`src/rtl/eeprg_pkg.sv`:
```
// Shared constants and types for the data EEPROM program control block
`default_nettype none
package eeprg_pkg;
  // Register byte addresses
  localparam logic [3:0]  ADDR_CTRL       = 4'h0;
  localparam logic [3:0]  ADDR_IRQ_STATUS = 4'h4;
  localparam logic [3:0]  ADDR_IRQ_CLEAR  = 4'h8;
  localparam logic [3:0]  ADDR_IRQ_ENABLE = 4'hC;
  // Control field positions
  localparam int          BIT_START       = 15;
  localparam int          BIT_ENABLE      = 14;
  localparam int          BIT_ABORT       = 13;
  localparam int          BIT_SKIP        = 12;
  localparam int          BIT_ERASE       = 6;
  // Writable control bits (start and abort flag handled apart)
  localparam logic [15:0] CTRL_WMASK      = 16'h507F;
  localparam logic [15:0] CTRL_RESET      = 16'h0000;
  // Operation codes
  localparam logic [5:0]  OP_ERASE8       = 6'h1A;
  localparam logic [5:0]  OP_ERASE4       = 6'h19;
  localparam logic [5:0]  OP_ERASE1       = 6'h18;
  localparam logic [5:0]  OP_WRITE1       = 6'h04;
  // Interrupt status bits
  localparam int          IRQ_DONE        = 0;
  localparam int          IRQ_ABORT       = 1;
  localparam int          IRQ_REJECT      = 2;
  localparam int          IRQ_W           = 3;
  localparam logic [1:0]  RESP_OKAY       = 2'h0;
  localparam logic [1:0]  RESP_SLVERR     = 2'h2;

  typedef enum logic [1:0] {
    ST_IDLE  = 2'b00,
    ST_ERASE = 2'b01,
    ST_WRITE = 2'b10
  } eeprg_state_t;

  // Request to the array
  typedef struct packed {
    logic       erase;
    logic       write;
    logic [3:0] words;
  } eeprg_req_t;
endpackage : eeprg_pkg
`default_nettype wire

```
`src/rtl/eeprg_ctrl.sv`:
```
// Data EEPROM erase and write control with AXI4-Lite registers
`default_nettype none
module eeprg_ctrl (
  input  wire logic              clock,
  input  wire logic              rst_b,
  input  wire logic              clockEnable,
  // AXI4-Lite slave
  input  wire logic [3:0]        s_axi_awaddr,
  input  wire logic              s_axi_awvalid,
  output logic                   s_axi_awready,
  input  wire logic [31:0]       s_axi_wdata,
  input  wire logic [3:0]        s_axi_wstrb,
  input  wire logic              s_axi_wvalid,
  output logic                   s_axi_wready,
  output logic [1:0]             s_axi_bresp,
  output logic                   s_axi_bvalid,
  input  wire logic              s_axi_bready,
  input  wire logic [3:0]        s_axi_araddr,
  input  wire logic              s_axi_arvalid,
  output logic                   s_axi_arready,
  output logic [31:0]            s_axi_rdata,
  output logic [1:0]             s_axi_rresp,
  output logic                   s_axi_rvalid,
  input  wire logic              s_axi_rready,
  // Array side
  output eeprg_pkg::eeprg_req_t  arrayReq,
  output logic                   arrayValid,
  input  wire logic              arrayDone,
  // Abort sources from outside the clock domain
  input  wire logic              externalResetPin,
  input  wire logic              watchdogTimerReset,
  output logic                   irq
);
  ////////////////////////////////////////////////////////////////////////////
  logic [15:0]                   ctrl_q;
  eeprg_pkg::eeprg_state_t       state_q;
  logic [3:0]                    awAddr_q;
  logic                          awHeld_q;
  logic [31:0]                   wData_q;
  logic [3:0]                    wStrb_q;
  logic                          wHeld_q;
  logic [1:0]                    sync1_q;
  logic [1:0]                    sync2_q;
  logic [eeprg_pkg::IRQ_W-1:0]   irqStatus_q;
  logic [eeprg_pkg::IRQ_W-1:0]   irqEnable_q;
  logic                          opValid;
  logic                          doWrite;
  logic                          ctrlWrite;
  logic [15:0]                   ctrlData;
  logic                          startReq;
  logic                          launch;
  logic                          reject;
  logic                          aborting;
  logic                          finish;
  logic [eeprg_pkg::IRQ_W-1:0]   irqEvents;

  ////////////////////////////////////////////////////////////////////////////
  // Write channel capture, either order
  // Frozen slave must not accept, or the item would be lost
  assign s_axi_awready = clockEnable && !awHeld_q && !s_axi_bvalid;
  assign s_axi_wready  = clockEnable && !wHeld_q && !s_axi_bvalid;
  assign doWrite       = awHeld_q && wHeld_q;

  always_ff @(posedge clock or negedge rst_b) begin
    if (!rst_b) begin
      awHeld_q <= 1'b0;
      awAddr_q <= 4'h0;
      wHeld_q  <= 1'b0;
      wData_q  <= 32'h0000_0000;
      wStrb_q  <= 4'h0;
    end else if (clockEnable) begin
      if (s_axi_awvalid && s_axi_awready) begin
        awHeld_q <= 1'b1;
        awAddr_q <= s_axi_awaddr;
      end else if (doWrite) begin
        awHeld_q <= 1'b0;
      end
      if (s_axi_wvalid && s_axi_wready) begin
        wHeld_q <= 1'b1;
        wData_q <= s_axi_wdata;
        wStrb_q <= s_axi_wstrb;
      end else if (doWrite) begin
        wHeld_q <= 1'b0;
      end
    end
  end

  always_ff @(posedge clock or negedge rst_b) begin
    if (!rst_b) begin
      s_axi_bvalid <= 1'b0;
      s_axi_bresp  <= eeprg_pkg::RESP_OKAY;
    end else if (clockEnable) begin
      if (doWrite) begin
        s_axi_bvalid <= 1'b1;
        if (awAddr_q == eeprg_pkg::ADDR_CTRL || awAddr_q == eeprg_pkg::ADDR_IRQ_CLEAR ||
            awAddr_q == eeprg_pkg::ADDR_IRQ_ENABLE || awAddr_q == eeprg_pkg::ADDR_IRQ_STATUS) begin
          s_axi_bresp <= eeprg_pkg::RESP_OKAY;
        end else begin
          s_axi_bresp <= eeprg_pkg::RESP_SLVERR;
        end
      end else if (s_axi_bready) begin
        s_axi_bvalid <= 1'b0;
      end
    end
  end

  ////////////////////////////////////////////////////////////////////////////
  // Control register write merge, byte lanes honoured
  assign ctrlWrite = doWrite && (awAddr_q == eeprg_pkg::ADDR_CTRL);
  always_comb begin
    ctrlData = ctrl_q;
    if (wStrb_q[0]) begin
      ctrlData[7:0] = wData_q[7:0];
    end
    if (wStrb_q[1]) begin
      ctrlData[15:8] = wData_q[15:8];
    end
  end
  assign startReq = ctrlWrite && wStrb_q[1] && wData_q[eeprg_pkg::BIT_START];
  // Enable may be set in the same write as start
  assign launch   = startReq && ctrlData[eeprg_pkg::BIT_ENABLE] && !ctrl_q[eeprg_pkg::BIT_START];
  assign reject   = startReq && !ctrlData[eeprg_pkg::BIT_ENABLE];

  ////////////////////////////////////////////////////////////////////////////
  // Abort sources, two-stage synchronisers
  always_ff @(posedge clock or negedge rst_b) begin
    if (!rst_b) begin
      sync1_q <= 2'b00;
      sync2_q <= 2'b00;
    end else if (clockEnable) begin
      sync1_q <= {watchdogTimerReset, externalResetPin};
      sync2_q <= sync1_q;
    end
  end
  assign aborting = (state_q != eeprg_pkg::ST_IDLE) && (|sync2_q);
  assign finish   = (state_q == eeprg_pkg::ST_WRITE && arrayDone) ||
                    (state_q == eeprg_pkg::ST_ERASE && arrayDone && ctrl_q[eeprg_pkg::BIT_ERASE]);

  ////////////////////////////////////////////////////////////////////////////
  // Operation code decode
  always_comb begin
    opValid       = 1'b1;
    arrayReq      = '0;
    if (ctrl_q[eeprg_pkg::BIT_ERASE]) begin
      arrayReq.erase = 1'b1;
      case (ctrl_q[5:0])
        eeprg_pkg::OP_ERASE8: arrayReq.words = 4'h8;
        eeprg_pkg::OP_ERASE4: arrayReq.words = 4'h4;
        eeprg_pkg::OP_ERASE1: arrayReq.words = 4'h1;
        default:              opValid = 1'b0;
      endcase
    end else begin
      arrayReq.words = 4'h1;
      opValid        = (ctrl_q[5:0] == eeprg_pkg::OP_WRITE1);
      // Pre-erase phase unless skip-erase
      arrayReq.erase = (state_q == eeprg_pkg::ST_ERASE);
      arrayReq.write = (state_q == eeprg_pkg::ST_WRITE);
    end
  end
  assign arrayValid = (state_q != eeprg_pkg::ST_IDLE) && opValid;

  ////////////////////////////////////////////////////////////////////////////
  // Cycle sequencer; an unknown code ends at once without touching the array
  always_ff @(posedge clock or negedge rst_b) begin
    if (!rst_b) begin
      state_q <= eeprg_pkg::ST_IDLE;
    end else if (clockEnable) begin
      case (state_q)
        eeprg_pkg::ST_IDLE: begin
          if (launch) begin
            if (ctrlData[eeprg_pkg::BIT_ERASE] || !ctrlData[eeprg_pkg::BIT_SKIP]) begin
              state_q <= eeprg_pkg::ST_ERASE;
            end else begin
              state_q <= eeprg_pkg::ST_WRITE;
            end
          end
        end
        eeprg_pkg::ST_ERASE: begin
          if (aborting || !opValid || finish) begin
            state_q <= eeprg_pkg::ST_IDLE;
          end else if (arrayDone) begin
            state_q <= eeprg_pkg::ST_WRITE;
          end
        end
        eeprg_pkg::ST_WRITE: begin
          if (aborting || !opValid || finish) begin
            state_q <= eeprg_pkg::ST_IDLE;
          end
        end
        default: state_q <= eeprg_pkg::ST_IDLE;
      endcase
    end
  end

  ////////////////////////////////////////////////////////////////////////////
  // Control register
  always_ff @(posedge clock or negedge rst_b) begin
    if (!rst_b) begin
      ctrl_q <= eeprg_pkg::CTRL_RESET;
    end else if (clockEnable) begin
      if (state_q != eeprg_pkg::ST_IDLE && (aborting || !opValid || finish)) begin
        ctrl_q[eeprg_pkg::BIT_START]  <= 1'b0;
        ctrl_q[eeprg_pkg::BIT_ENABLE] <= 1'b0;
        ctrl_q[eeprg_pkg::BIT_ABORT]  <= aborting;
      end else if (ctrlWrite && state_q == eeprg_pkg::ST_IDLE) begin
        // Settings frozen while a cycle runs
        // Abort flag is read-only, kept across software writes
        ctrl_q <= (ctrlData & eeprg_pkg::CTRL_WMASK) |
                  {launch, 1'b0, ctrl_q[eeprg_pkg::BIT_ABORT], 13'h0000};
      end
    end
  end

  ////////////////////////////////////////////////////////////////////////////
  // Interrupt status, set wins over clear
  assign irqEvents[eeprg_pkg::IRQ_DONE]   = (state_q != eeprg_pkg::ST_IDLE) && finish && !aborting;
  assign irqEvents[eeprg_pkg::IRQ_ABORT]  = aborting;
  assign irqEvents[eeprg_pkg::IRQ_REJECT] = reject;

  always_ff @(posedge clock or negedge rst_b) begin
    if (!rst_b) begin
      irqStatus_q <= '0;
      irqEnable_q <= '0;
    end else if (clockEnable) begin
      if (doWrite && awAddr_q == eeprg_pkg::ADDR_IRQ_CLEAR && wStrb_q[0]) begin
        irqStatus_q <= (irqStatus_q & ~wData_q[eeprg_pkg::IRQ_W-1:0]) | irqEvents;
      end else begin
        irqStatus_q <= irqStatus_q | irqEvents;
      end
      if (doWrite && awAddr_q == eeprg_pkg::ADDR_IRQ_ENABLE && wStrb_q[0]) begin
        irqEnable_q <= wData_q[eeprg_pkg::IRQ_W-1:0];
      end
    end
  end
  assign irq = |(irqStatus_q & irqEnable_q);

  ////////////////////////////////////////////////////////////////////////////
  // Read channel
  assign s_axi_arready = clockEnable && !s_axi_rvalid;
  always_ff @(posedge clock or negedge rst_b) begin
    if (!rst_b) begin
      s_axi_rvalid <= 1'b0;
      s_axi_rdata  <= 32'h0000_0000;
      s_axi_rresp  <= eeprg_pkg::RESP_OKAY;
    end else if (clockEnable) begin
      if (s_axi_arvalid && s_axi_arready) begin
        s_axi_rvalid <= 1'b1;
        s_axi_rresp  <= eeprg_pkg::RESP_OKAY;
        if (s_axi_araddr == eeprg_pkg::ADDR_CTRL) begin
          s_axi_rdata <= {16'h0000, ctrl_q};
        end else if (s_axi_araddr == eeprg_pkg::ADDR_IRQ_STATUS) begin
          s_axi_rdata <= {29'h0, irqStatus_q};
        end else if (s_axi_araddr == eeprg_pkg::ADDR_IRQ_ENABLE) begin
          s_axi_rdata <= {29'h0, irqEnable_q};
        end else if (s_axi_araddr == eeprg_pkg::ADDR_IRQ_CLEAR) begin
          s_axi_rdata <= 32'h0000_0000;
        end else begin
          s_axi_rdata <= 32'h0000_0000;
          s_axi_rresp <= eeprg_pkg::RESP_SLVERR;
        end
      end else if (s_axi_rready) begin
        s_axi_rvalid <= 1'b0;
      end
    end
  end
endmodule : eeprg_ctrl
`default_nettype wire

```
`config.mk`:
```
export PLATFORM = sky130hd
export DESIGN_NAME = eeprg_ctrl
export DESIGN_NICKNAME = d
export VERILOG_FILES = /design/src/rtl/eeprg_pkg.sv /design/src/rtl/eeprg_ctrl.sv
export SDC_FILE = /design/constraint.sdc
export NUM_CORES = 1
export LEC_CHECK = 0
export BUFFER_PORTS_ARGS = -buffer_cell sky130_fd_sc_hd__buf_2
export CORE_ASPECT_RATIO = 0.5
export CORE_UTILIZATION = 29
export DETAILED_ROUTE_END_ITERATION = 7
export GPL_TIMING_DRIVEN = 0
export PLACE_DENSITY = 0.65
export SYNTH_ARGS = -nofsm -noshare
export SYNTH_HDL_FRONTEND = slang
export SYNTH_SLANG_ARGS = --single-unit
```
`constraint.sdc`:
```
create_clock -name clock -period 1.5 [get_ports clock]
set_input_delay 0 -clock clock [delete_from_list [all_inputs] [get_ports clock]]
set_output_delay 0 -clock clock [all_outputs]
set_load 0.02 [all_outputs]
```
==> flow_summary.ini <==
[logic_synthesis]
synth-seq-cells = 56
ys_warn_count = 0
synth_top_area_cell = dfrtp_1
synth-seq-area-share_pct = 52.17
avgSynthCellArea_um2 = 11.68
async_flop_share_pct = 100.0
synth-edff-count = 0
synth.area.top_cells = dfrtp_1, mux2_2, buf_4
synth.most_common_cell = dfrtp_1
ys.flop_type = dfrtp_1
synth_cells = 230
ys_types = 45
synth.top_cells.by_count = dfrtp_1, mux2_2, buf_4, nand2_1, a22o_1
synth.top_cell.area_share_pct = 52.17
synth_area_mm2 = 0.002686

[global_route]
grt_max_degree = 57
grt_usage_pct = 13.55
grt_pass1_wl_mm = 10.21
antenna_found_initial = 0
grt_pass1_vias = 1897
grt.overflow.total = 0

[routing]
dr.pass1.iters = 6
vias = 2090
vias_per_cell = 4.485
routed_wl_mm = 6.364
final_antenna_net_count = 0
route.detailed.drc = 12
wire_per_inst_um = 13.66
drt-initial-drc-count = 98

[cts]
cts.sinks = 56
clock_path_buffers = 2
clk_pin_slew_ps = 70
htreeDepth = 2
tritoncts = done
cts-root-buf = clkbuf_16
cts_buffers = 5
insertion_delay_ps = 300

[status]
status = complete, but fails checks
violations = design-rule violations, negative setup slack

[job]
drv_cap = 0

[sta]
fin_skew_ps = 6.433
rsz0062_at_grt = yes
setup_slack_ps = -309.7
finalCritPeriodShare_pct = 120.6
finalSetupTns_ps = -1583
max_freq_mhz = 552.6
fin_hold_ws_ps = 19.82
finalHoldViolCount = 0
finalMaxSlewViolations = 0
setup_viol = 8
period_needed_ps = 1810

[die]
row_count = 24
die_h_um = 70.06
pin_count = 104
coreArea_mm2 = 0.008859
die_x_um = 138.1
start_util_pct = 30.32
dieArea_mm2 = 0.009675

[pwr]
ir_drop_uv = 480.6
power.share.clock_pct = 23.8
power_density_mw_per_mm2 = 1448
intPower_uw = 3742
switching_power_uw = 1809
power_leakage_uw = 0.001895
seqPwrFrac_pct = 44.4
total_power_uw = 5551
power_frac_comb_pct = 31.7
switching_share_pct = 32.59

[placed_design]
place_hpwl_mm = 4.361
place_congestion = 0.7883
post-place-ws_ps = -270.5
port_buffers = 54
dpl.cell_count = 424

[finish]
nFillCells = 815
finalNetCount = 403
diodes = 0
syn2layout_area_growth_pct = 42.71
regArea_mm2 = 0.001405
finalNonFillerCells = 466
drive_above_1_share_pct = 45.27
multi_input_area_mm2 = 0.001252

[worst_hold_path]
hold_class = in -> reg
hold-path-cell-count = 3
min_from = s_axi_araddr[1]
min_to = s_axi_rresp[1]

[setup_path]
start_kind = flip-flop
reg2reg_slack_ps = -220
worstSetupPathType = reg -> out
crit_fanout = 2
ff2ff_path_depth = 5
arrival_ps = 1810
crit_start = ctrl_q[6]
r2r-start = ctrl_q[6]
r2r-end = ctrl_q[15]
required_ps = 1500
worstSetupEndpointType = output port
## worst max path at each step
stage / to / slack (ps)
2_1_floorplan: ctrl_q[15] / -70
3_3_place_gp: ctrl_q[15] / -270
3_5_place_dp: ctrl_q[15] / -270
4_1_cts: arrayValid / -420
5_1_grt: arrayValid / -360
6_report: arrayValid / -310
## per-stage QoR
| step | utilization (%) | instance area, um2 |
|---|---|---|
| after CTS | 41.84 | 3706 |
| final | 43.28 | 3834 |
| after global placement | 36.77 | 3257 |
| after floorplan | - | 2840 |
| after global routing | 43.28 | 3834 |
| after detailed placement | 36.77 | 3257 |
## placed cells by master (no fill, tap or decap), types with 3 or more instances in the layout
master,count
dfrtp_1,53
buf_2,52
buf_4,38
mux2_2,25
conb_1,24
dlygate4sd3_1,21
nand2_1,16
a22o_1,11
inv_1,8
o21ai_0,8
nor2_1,7
mux2_4,7
nand3_1,5
clkbuf_16,5
mux2i_1,4
a21oi_1,3
a21o_1,3
dfrtp_2,3
## power groups by stage
| stage | Sequential, uW | Combinational, uW | Clock (uW) |
|---|---|---|---|
| finish | 2470 | 1760 | 1320 |
| global route | 2530 | 1910 | 1410 |
| CTS | 2450 | 1640 | 1340 |
| detailed placement | 2490 | 1400 | 0 |
| global placement | 2480 | 1380 | 0 |
| floorplan | 2390 | 1050 | 0 |
## what timing repair did
| item | 4_1_cts | 5_1_grt |
|---|---|---|
| endpoints found under the hold margin | 20 | 14 |
| pin swaps | 7 | 6 |
| endpoints found under the setup margin | 17 | 32 |
| setup buffers | 7 | 5 |
| resized for setup | 7 | 15 |
| hold buffers | 20 | 1 |
## logic make-up after synthesis
kind of cell           after synthesis  synth area share [%]
flip-flops                          56                 52.17
buffers and inverters               39                 8.896
AO/OA/AOI/OAI                       41                 12.20
AND/OR/NAND/NOR                     57                 11.69
other                                1                0.1396
multiplexers                        36                 14.90
## layout make-up
type / count / area share (%)
Timing Repair Buffer: 88 / 15.54
Inverter: 9 / 0.9791
Clock inverter: 3 / 1.110
Multi-Input combinational cell: 158 / 32.67
Tap cell: 117 / 3.819
Buffer: 30 / 5.973
Clock buffer: 5 / 3.264
Sequential cell: 56 / 36.65
## layer usage
| layer | up-vias | GRT usage, % | share of wire (%) |
|---|---|---|---|
| met4 | 0 | 5.368 | 1.1 |
| li1 | 1022 | - | - |
| met5 | - | 0 | 0 |
| met2 | 47 | 22.00 | 49 |
| met1 | 1014 | 18.13 | 47 |
| met3 | 7 | 2.401 | 3.7 |
## worst max-delay path, stage by stage, from the launching register on
cell and delay (ps):
dfrtp_2 420, or4b_4 550, nor4_4 200, nor2_1 90
a21oi_2 120, buf_4 150
(Power assumes the default switching activity.)
